[src/logic/cbfe_consts.svh]
// Register offsets, field positions, reset values and bus constants of the flag bank
`ifndef CBFE_CONSTS_SVH
`define CBFE_CONSTS_SVH

`define CBFE_OFF_PROT 8'h21
`define CBFE_OFF_FLAGA 8'h22
`define CBFE_OFF_FLAGB 8'h23

`define CBFE_RST_PROT 8'h00
`define CBFE_RST_FLAGA 8'h00
`define CBFE_RST_FLAGB 8'h00
`define CBFE_RST_PTR 8'h00

`define CBFE_B_SYS_SHORT 7
`define CBFE_B_SYS_OV 6
`define CBFE_B_OUT_OV 5
`define CBFE_B_OUT_UV 4
`define CBFE_B_OVERHEAT 2

`define CBFE_B_CUR_LIM 7
`define CBFE_B_VOLT_LIM 6
`define CBFE_B_WDOG 5
`define CBFE_B_WEAK 4
`define CBFE_B_PGOOD 3
`define CBFE_B_AC2 2
`define CBFE_B_AC1 1
`define CBFE_B_BUS 0

`define CBFE_B_CHG 7
`define CBFE_B_OPT 6
`define CBFE_B_BUSTYPE 4
`define CBFE_B_DIE_TEMP_REGULATION 2
`define CBFE_B_BATT 1
`define CBFE_B_DETECT 0

`define CBFE_DEV_ADDR 7'h42
`define CBFE_BITS_PER_BYTE 4'h8
`define CBFE_LAST_TX_BIT 4'h7

`endif

[src/logic/cbfe_pkg.sv]
// Types shared by the charger flag bank
package cbfe_pkg;
	typedef struct packed {
		logic sys_rail_short_state;
		logic sys_rail_overvoltage_state;
		logic source_out_overvoltage_state;
		logic source_out_undervoltage_state;
		logic die_overheat_shutdown_state;
	} cbfe_prot_s;

	typedef struct packed {
		logic input_current_regulation;
		logic source_out_current_regulation;
		logic input_voltage_regulation;
		logic source_out_voltage_regulation;
		logic host_watchdog_expiry;
		logic weak_source;
		logic power_good_state;
		logic second_ac_input_present;
		logic first_ac_input_present;
		logic input_bus_present;
		logic [2:0] charge_state;
		logic [1:0] input_current_optimizer_state;
		logic [3:0] input_bus_type;
		logic die_temp_regulation;
		logic battery_present;
		logic [1:0] source_detection_state;
	} cbfe_src_s;

	typedef enum logic [7:0] {
		S_IDLE = 8'h01,
		S_ADDR = 8'h02,
		S_AACK = 8'h04,
		S_PTR = 8'h08,
		S_WACK = 8'h10,
		S_WDATA = 8'h20,
		S_RD = 8'h40,
		S_MACK = 8'h80
	} cbfe_state_e;
endpackage

[src/logic/cbfe_flag_latch.sv]
// Eight sticky event flags, cleared by a read, set winning over clear
module cbfe_flag_latch
(
	input wire logic clk, // Device clock
	input wire logic rst_n, // Asynchronous reset, active low
	input wire logic [7:0] set_i, // One-cycle set requests
	input wire logic clr_i, // Clear all flags
	output logic [7:0] flags_o // Latched flags
);
	always_ff @(posedge clk or negedge rst_n)
	begin
		if (!rst_n)
			flags_o <= 8'h00;
		else
			flags_o <= (flags_o & ~{8{clr_i}}) | set_i;
	end
endmodule

[src/logic/cbfe_bus_cond.sv]
// Serial bus line sampler: clock edges, start and stop conditions
module cbfe_bus_cond
(
	input wire logic clk, // Device clock
	input wire logic rst_n, // Asynchronous reset, active low
	input wire logic scl, // Serial clock level
	input wire logic sda, // Serial data level
	output logic scl_rise, // Serial clock rose
	output logic scl_fall, // Serial clock fell
	output logic start, // Data fell while clock high
	output logic stop // Data rose while clock high
);
	logic scl_r;
	logic sda_r;

	always_ff @(posedge clk or negedge rst_n)
	begin
		if (!rst_n)
		begin
			scl_r <= 1'b1;
			sda_r <= 1'b1;
		end
		else
		begin
			scl_r <= scl;
			sda_r <= sda;
		end
	end

	assign scl_rise = scl & ~scl_r;
	assign scl_fall = ~scl & scl_r;
	assign start = scl & scl_r & sda_r & ~sda;
	assign stop = scl & scl_r & ~sda_r & sda;
endmodule

[src/logic/cbfe_flag_bank.sv]
// Charger protection status and event flag registers behind a serial target port
//
// Notes on behaviour
// - Status bit 7: system rail short
// - Status bit 6: system rail overvoltage
// - Status bit 5: source output overvoltage
// - Status bit 4: source output undervoltage
// - Status bit 2: overheat shutdown; 3,1,0 zero
// - Flag A7 on current regulation rising edge
// - Flag A6 on voltage regulation rising edge
// - Flag A5 on watchdog expiry rising edge
// - Flag A4 on weak source rising edge
// - Flag A3 on any power good change
// - Flag A2 on second input presence change
// - Flag A1 on first input presence change
// - Flag A0 on bus presence change
// - Flag B7 on charging state change
// - Flag B6 on optimizer change; 5,3 reserved
// - Flag B4 on bus source type change
// - Flag B2 on thermal regulation rising
// - Flag B1 on battery presence change
// - Flag B0 on source detection change
`include "cbfe_consts.svh"
module cbfe_flag_bank
(
	input wire logic CLK, // Device clock, 40 MHz
	input wire logic RESETN, // Asynchronous reset, active low
	input wire cbfe_pkg::cbfe_prot_s PROT, // Live protection conditions
	input wire cbfe_pkg::cbfe_src_s SRC, // Event source levels
	input wire logic SCL, // Serial clock from host
	input wire logic SDA_I, // Serial data line level
	output logic SDA_O, // Serial data drive value
	output logic SDA_OE // Serial data drive enable
);
	import cbfe_pkg::*;

	function automatic logic rise(input logic cur, input logic prev);
		return cur & ~prev;
	endfunction

	cbfe_state_e state_r;
	cbfe_state_e state_nxt;
	logic [3:0] cnt_r;
	logic [3:0] cnt_nxt;
	logic [7:0] shift_r;
	logic [7:0] shift_nxt;
	logic [7:0] tx_r;
	logic [7:0] tx_nxt;
	logic [7:0] ptr_r;
	logic [7:0] ptr_nxt;
	logic rw_r;
	logic rw_nxt;
	logic nack_r;
	logic nack_nxt;
	logic oe_r;
	logic oe_nxt;
	logic sda_o_r;
	logic rd_load;
	cbfe_src_s src_prev_r;

	wire logic scl_rise;
	wire logic scl_fall;
	wire logic start;
	wire logic stop;
	wire logic [7:0] set_a;
	wire logic [7:0] set_b;
	wire logic [7:0] flags_a;
	wire logic [7:0] flags_b;
	wire logic [7:0] prot_byte;
	wire logic [7:0] rd_data;
	wire logic clr_a;
	wire logic clr_b;
	wire logic byte_in;

	cbfe_bus_cond u_cond
	(
		.clk(CLK),
		.rst_n(RESETN),
		.scl(SCL),
		.sda(SDA_I),
		.scl_rise(scl_rise),
		.scl_fall(scl_fall),
		.start(start),
		.stop(stop)
	);

	// Live protection byte, read straight from the conditions
	assign prot_byte[`CBFE_B_SYS_SHORT] = PROT.sys_rail_short_state;
	assign prot_byte[`CBFE_B_SYS_OV] = PROT.sys_rail_overvoltage_state;
	assign prot_byte[`CBFE_B_OUT_OV] = PROT.source_out_overvoltage_state;
	assign prot_byte[`CBFE_B_OUT_UV] = PROT.source_out_undervoltage_state;
	assign prot_byte[`CBFE_B_OVERHEAT] = PROT.die_overheat_shutdown_state;
	assign prot_byte[3] = 1'b0;
	assign prot_byte[1:0] = 2'b00;

	// Event detection against last cycle's levels
	assign set_a[`CBFE_B_CUR_LIM] = rise(SRC.input_current_regulation
		| SRC.source_out_current_regulation, src_prev_r.input_current_regulation
		| src_prev_r.source_out_current_regulation);
	assign set_a[`CBFE_B_VOLT_LIM] = rise(SRC.input_voltage_regulation
		| SRC.source_out_voltage_regulation, src_prev_r.input_voltage_regulation
		| src_prev_r.source_out_voltage_regulation);
	assign set_a[`CBFE_B_WDOG] = rise(SRC.host_watchdog_expiry,
		src_prev_r.host_watchdog_expiry);
	assign set_a[`CBFE_B_WEAK] = rise(SRC.weak_source, src_prev_r.weak_source);
	assign set_a[`CBFE_B_PGOOD] = SRC.power_good_state ^ src_prev_r.power_good_state;
	assign set_a[`CBFE_B_AC2] = SRC.second_ac_input_present
		^ src_prev_r.second_ac_input_present;
	assign set_a[`CBFE_B_AC1] = SRC.first_ac_input_present
		^ src_prev_r.first_ac_input_present;
	assign set_a[`CBFE_B_BUS] = SRC.input_bus_present ^ src_prev_r.input_bus_present;

	assign set_b[`CBFE_B_CHG] = SRC.charge_state != src_prev_r.charge_state;
	assign set_b[`CBFE_B_OPT] = SRC.input_current_optimizer_state
		!= src_prev_r.input_current_optimizer_state;
	assign set_b[5] = 1'b0;
	assign set_b[`CBFE_B_BUSTYPE] = SRC.input_bus_type != src_prev_r.input_bus_type;
	assign set_b[3] = 1'b0;
	assign set_b[`CBFE_B_DIE_TEMP_REGULATION] = rise(SRC.die_temp_regulation,
		src_prev_r.die_temp_regulation);
	assign set_b[`CBFE_B_BATT] = SRC.battery_present ^ src_prev_r.battery_present;
	assign set_b[`CBFE_B_DETECT] = SRC.source_detection_state
		!= src_prev_r.source_detection_state;

	// A flag register is cleared when its byte is loaded for transmission
	assign clr_a = rd_load && (ptr_r == `CBFE_OFF_FLAGA);
	assign clr_b = rd_load && (ptr_r == `CBFE_OFF_FLAGB);

	cbfe_flag_latch u_flags_a
	(
		.clk(CLK),
		.rst_n(RESETN),
		.set_i(set_a),
		.clr_i(clr_a),
		.flags_o(flags_a)
	);

	cbfe_flag_latch u_flags_b
	(
		.clk(CLK),
		.rst_n(RESETN),
		.set_i(set_b),
		.clr_i(clr_b),
		.flags_o(flags_b)
	);

	assign rd_data = (ptr_r == `CBFE_OFF_PROT) ? prot_byte :
		(ptr_r == `CBFE_OFF_FLAGA) ? flags_a :
		(ptr_r == `CBFE_OFF_FLAGB) ? flags_b : 8'h00;

	assign byte_in = scl_fall && (cnt_r == `CBFE_BITS_PER_BYTE);

	// Serial target sequencing
	always_comb
	begin
		state_nxt = state_r;
		cnt_nxt = cnt_r;
		shift_nxt = shift_r;
		tx_nxt = tx_r;
		ptr_nxt = ptr_r;
		rw_nxt = rw_r;
		nack_nxt = nack_r;
		oe_nxt = oe_r;
		rd_load = 1'b0;
		if (stop)
		begin
			state_nxt = S_IDLE;
			oe_nxt = 1'b0;
		end
		else if (start)
		begin
			state_nxt = S_ADDR;
			cnt_nxt = 4'h0;
			oe_nxt = 1'b0;
		end
		else
		begin
			case (state_r)
				S_ADDR, S_PTR, S_WDATA:
				begin
					if (scl_rise && (cnt_r != `CBFE_BITS_PER_BYTE))
					begin
						shift_nxt = {shift_r[6:0], SDA_I};
						cnt_nxt = cnt_r + 4'h1;
					end
					else if (byte_in && (state_r == S_ADDR))
					begin
						if (shift_r[7:1] == `CBFE_DEV_ADDR)
						begin
							oe_nxt = 1'b1;
							rw_nxt = shift_r[0];
							state_nxt = S_AACK;
						end
						else
							state_nxt = S_IDLE;
					end
					else if (byte_in)
					begin
						// Pointer and data bytes are acknowledged; only a pointer byte changes anything, loading ptr_r
						oe_nxt = 1'b1;
						state_nxt = S_WACK;
						if (state_r == S_PTR)
							ptr_nxt = shift_r;
					end
				end
				S_AACK, S_MACK:
				begin
					if (scl_rise && (state_r == S_MACK))
					begin
						nack_nxt = SDA_I;
						if (!SDA_I)
							ptr_nxt = ptr_r + 8'h01;
					end
					else if (scl_fall)
					begin
						if ((state_r == S_AACK) ? rw_r : !nack_r)
						begin
							rd_load = 1'b1;
							tx_nxt = rd_data;
							oe_nxt = ~rd_data[7];
							cnt_nxt = 4'h0;
							state_nxt = S_RD;
						end
						else
						begin
							oe_nxt = 1'b0;
							cnt_nxt = 4'h0;
							state_nxt = (state_r == S_AACK) ? S_PTR : S_IDLE;
						end
					end
				end
				S_WACK:
				begin
					if (scl_fall)
					begin
						oe_nxt = 1'b0;
						cnt_nxt = 4'h0;
						state_nxt = S_WDATA;
					end
				end
				S_RD:
				begin
					if (scl_fall)
					begin
						if (cnt_r == `CBFE_LAST_TX_BIT)
						begin
							oe_nxt = 1'b0;
							state_nxt = S_MACK;
						end
						else
						begin
							tx_nxt = {tx_r[6:0], 1'b0};
							oe_nxt = ~tx_r[6];
							cnt_nxt = cnt_r + 4'h1;
						end
					end
				end
				S_IDLE:
					oe_nxt = 1'b0;
				default:
				begin
					state_nxt = S_IDLE;
					oe_nxt = 1'b0;
				end
			endcase
		end
	end

	always_ff @(posedge CLK or negedge RESETN)
	begin
		if (!RESETN)
		begin
			state_r <= S_IDLE;
			cnt_r <= 4'h0;
			shift_r <= 8'h00;
			tx_r <= 8'h00;
			ptr_r <= `CBFE_RST_PTR;
			rw_r <= 1'b0;
			nack_r <= 1'b1;
			oe_r <= 1'b0;
			sda_o_r <= 1'b0;
			src_prev_r <= '0;
		end
		else
		begin
			state_r <= state_nxt;
			cnt_r <= cnt_nxt;
			shift_r <= shift_nxt;
			tx_r <= tx_nxt;
			ptr_r <= ptr_nxt;
			rw_r <= rw_nxt;
			nack_r <= nack_nxt;
			oe_r <= oe_nxt;
			sda_o_r <= 1'b0;
			src_prev_r <= SRC;
		end
	end

	assign SDA_O = sda_o_r;
	assign SDA_OE = oe_r;
endmodule

[config.mk]
export PLATFORM = sky130hd
export DESIGN_NAME = cbfe_flag_bank
export DESIGN_NICKNAME = d
export VERILOG_FILES = /design/src/logic/cbfe_pkg.sv /design/src/logic/cbfe_flag_latch.sv /design/src/logic/cbfe_bus_cond.sv /design/src/logic/cbfe_flag_bank.sv
export VERILOG_INCLUDE_DIRS = /design/src /design/src/logic
export SDC_FILE = /design/constraint.sdc
export NUM_CORES = 1
export LEC_CHECK = 0
export ABC_AREA = 1
export BUFFER_PORTS_ARGS = -buffer_cell sky130_fd_sc_hd__buf_2
export CAP_MARGIN = 10
export CORE_ASPECT_RATIO = 1.25
export CORE_MARGIN = 4
export CORE_UTILIZATION = 50
export DETAILED_ROUTE_END_ITERATION = 7
export GPL_TIMING_DRIVEN = 0
export PLACE_DENSITY = 0.69
export SYNTH_ARGS = -nofsm -noshare
export SYNTH_HDL_FRONTEND = slang
export SYNTH_SLANG_ARGS = --single-unit
[constraint.sdc]
create_clock -name CLK -period 2 [get_ports CLK]
set_clock_uncertainty 0.05 [all_clocks]
set_input_delay 0.2 -clock CLK [delete_from_list [all_inputs] [get_ports CLK]]
set_output_delay 0.2 -clock CLK [all_outputs]
set_load 0.01 [all_outputs]
==> impl.org <==
** Placed design
- Port buffering added 32 buffers.
- Placed Instances :: 622
- The congestion estimate from routability-driven global placement came to 0.888.
- Placed wire-length estimate :: 6.38 mm
- The placed instances occupy a cell area of 4400 µm².

** Run
- Number of maximum-capacitance violations :: 0

** Worst setup path
- Biggest fanout along the worst timing path :: 7
- In this design, the critical path's most frequently occurring cell is nand2_1.
- In this run the number of cells on the critical path is 10.
- Worst reg-to-reg path cell count :: 10
- Largest delay share family, worst path :: simple AND/OR/NAND/NOR gates
- Worst endpoint data arrival time :: 2080 ps
- Worst path max stage delay :: 560 ps
- Count of buffering cells on the critical path with inverters included :: 2
- For flop-to-flop paths, the worst setup slack is 150 ps.
- The slowest stage of the critical path is the dfstp_2 cell.
- Worst setup SP type :: flop
- The setup path with the least slack is of type reg -> reg.
- Worst R2R End :: state_r[6]$_DFFE_PN0P_
- The startpoint identified for the worst register-to-register timing path is u_cond.scl_r$_DFF_PN1_.
- Critical Path Sink Type :: flop
- Worst path cell trace :: nand2_1 > inv_2 > nand3_2 > nand2_2 > inv_2 > nand3_1 > nand3_1 > nor2_4 > nand2_1 > nand2_1
- Data on the critical path is required at its endpoint by 2240 ps.

** Logic synthesis
- The share of synthesized area in the top cell type comes to 0.459.
- After technology mapping, the gate count stands at 494.
- During synthesis, Yosys emitted a total of 0 warnings.
- Post-synthesis cell type with the largest combined area :: dfrtp_1
- The share of the Yosys chip area taken by registers is 0.484.
- Flip-flop and latch count after synthesis :: 79
- Counting every net in the synthesized netlist gives 531.
- The netlist uses 36 different library cells.
- Synth Area per Inst :: 8.28 µm²
- Netlist area before placement :: 4090 µm²
- Synth area leaders :: dfrtp_1, nand2_1, inv_1

** Clock network
- The clock passes through at most 2 buffers.
- Clock tree from TritonCTS :: yes
- The H-tree was split into 3 levels.
- Setup bufs post-CTS :: 0
- Counting the buffers created by CTS gives 9.
- The root buffer cell chosen for the clock tree is clkbuf_8.
- Clock latency on the worst-skew pair, taken at its later pin, is 350 ps.
- Number of clock sinks seen by CTS :: 79
- Clock transition time at the flip-flop clock pins of the worst setup and hold paths :: 80 ps

** Pwr
- Ratio of total power to cell area :: 751 nW/µm²
- IR analysis of the VDD net gives a maximum drop of 0.000532 V.
- Static power due to leakage :: 2.41 nW

** Hold path
- The min-delay analysis places its worst path in the category in -> reg.
- Worst min-delay path startpoint :: PROT[3]
- Worst Hold Endpoint :: tx_r[6]$_DFFE_PN0P_
- The worst hold path was traced through 5 stages.

** Timing
- Derived from the worst setup path, the maximum achievable clock frequency is 542 MHz.
- Setup TNS :: 0 ps
- Unrepaired setup endpoints after global routing :: yes
- Total count of max-transition violations in the final report :: 0
- Final Cycle Share :: 0.923
- Setup violations remaining at the end of the flow were counted as 0.
- The number of hold violations in the final report is 0.
- The smallest clock period supported by the final layout is computed as 1850 ps.

** Detailed routing
- The first routing iteration left 113 violations.
- Aggregate routed wire length :: 8.75 mm
- After detailed routing, the number of remaining DRC violations is 0.
- Dividing the detail-routed wire length by the instance count gives 13.2 µm.
- The first TritonRoute pass finished after 4 iterations.
- Number of vias per cell :: 5.04
- Once detail routing completed, the nets flagged for antenna violations numbered 0.
- Number of vias after detailed routing :: 3344

** GRT
- Entering global routing, the biggest net connects 52 pins.
- Total grt overflow :: 0
- The initial antenna violation count was 0.
- Via count of the first global-routing pass :: 3387
- Global routing usage summed across all routing layers :: 0.201
- First-pass GRT wire length :: 15.0 mm

** Outcome
- The flow ran to the end, and the final reports show no timing, DRC or antenna violations.

** Finish
- Layout overhead on the synthesized area :: 18.9%
- Layout net count :: 601
- Count of filler cells inserted in the layout :: 676
- Flip-flop and latch area :: 1980 µm²
- The repair_antennas step left the layout with diodes totalling 0.
- In the final layout, the multi-input gates occupy 1820 µm².
- For this run, the number of standard cells in the final layout without fillers is 664.
- After routing the design area is 4870 µm².
- Of the cells placed in the final design, the portion with a size suffix greater than 1 is 0.190.

** Die
- Starting density of the core :: 0.519
- Area enclosed by the die boundary :: 9710 µm²
- Boundary pin count :: 34
- In this run the horizontal extent of the chip is 88.9 µm.
- The core region is 7880 µm².
- In this run the vertical extent of the chip is 109 µm.
- Core Rows :: 36
-- power breakdown --
part	switching [mW]	internal [mW]	total [mW]
Combinational	0.434	0.282	0.716
Clock	0.576	0.521	1.10
Sequential	0.107	1.73	1.84
Total	1.12	2.54	3.65
-- layout make-up --
cell class | instances | share of cell area
well taps | 95 | 0.0244
plain buffers | 8 | 0.0131
clock inverters | 4 | 0.00591
clock buffers | 12 | 0.0319
multi-input cells | 343 | 0.375
flip-flops and latches | 79 | 0.407
inverters | 64 | 0.0499
repair buffers | 59 | 0.0926
-- cells in the final DEF (no fill, tap or decap), types with 2 or more instances in the layout --
cell type,n
a21oi_1,4
a21oi_2,3
buf_2,34
buf_4,3
buf_6,3
clkbuf_8,11
clkinvlp_4,2
dfrtp_1,75
dfstp_2,4
dlygate4sd3_1,26
ha_1,5
inv_1,55
inv_2,8
nand2_1,118
nand2_2,7
nand2_4,3
nand3_1,36
nand3_2,8
nor2_1,48
nor2_2,7
nor2_4,6
nor3_1,5
nor3_4,2
nor3b_1,2
o211ai_1,5
o21ai_0,27
o21ai_1,22
o22ai_1,4
o32ai_1,2
xnor2_1,11
xor2_1,11
-- cell families after synthesis --
group | after synthesis | share of synthesized area
adder cells (fa/ha/maj) | 5 | 0.0153
XOR/XNOR | 22 | 0.0471
AND/OR/NAND/NOR | 247 | 0.285
flip-flops | 79 | 0.484
other | 1 | 0.000916
buffers and inverters | 72 | 0.0749
AO/OA/AOI/OAI | 68 | 0.0923
-- cell usage after synthesis (all sizes together) --
cell type	n
o32ai	2
o22ai	4
o21ai	49
nand3b	1
or2	1
conb	1
nand2	128
nor3	8
nand3	44
buf	8
nor2	61
xnor2	11
a21oi	7
dfstp	4
a31oi	1
inv	64
dfrtp	75
xor2	11
o211ai	5
nand4	2
nor3b	2
ha	5
-- stage by stage --
stage	hold slack (ps)	power, mW	worst slack, ps	util
2_1_floorplan	-146	2.32	389	-
3_3_place_gp	271	2.49	108	0.555
3_5_place_dp	103	2.53	76.3	0.558
4_1_cts	219	3.66	45.9	0.615
5_1_grt	239	3.86	0.342	0.617
6_report	222	3.65	154	0.617
-- what timing repair did --
item,in CTS,in global routing
gates resized for setup,0,6
setup endpoints to repair,0,14
hold buffers,26,0
hold endpoints to repair,53,0
-- flip-flops by register name, summed over array words and instances, names as in the netlist, 4 cells and up --
register           count
cnt_r                  4
ptr_r                  8
shift_r                8
src_prev_r            23
state_r                8
tx_r                   7
u_flags_a.flags_o      8
u_flags_b.flags_o      8
-- per-layer routing --
layer / global-route usage / wire length [µm]
met4: 0.0756 / 138
met3: 0.0325 / 276
met2: 0.357 / 4590
met5: 0 / 0
met1: 0.239 / 3740
-- worst max path at each step --
stage,startpoint,endpoint,slack [ps]
CTS,u_cond.scl_r$_DFF_PN1_,state_r[6]$_DFFE_PN0P_,50
global route,u_cond.scl_r$_DFF_PN1_,state_r[5]$_DFFE_PN0P_,0.3
global placement,RESETN,src_prev_r[14]$_DFF_PN0_,110
detailed placement,u_cond.scl_r$_DFF_PN1_,state_r[6]$_DFFE_PN0P_,80
finish,u_cond.scl_r$_DFF_PN1_,state_r[6]$_DFFE_PN0P_,150
floorplan,u_cond.scl_r$_DFF_PN1_,state_r[1]$_DFFE_PN0P_,390
-- worst register-to-register path, delay by kind of cell (launching register included) --
family,cells,cell delay (ps)
buf+inv,2,150
flops,1,560
simple gates,8,1030
No activity file was read; power rests on OpenSTA's default activity.
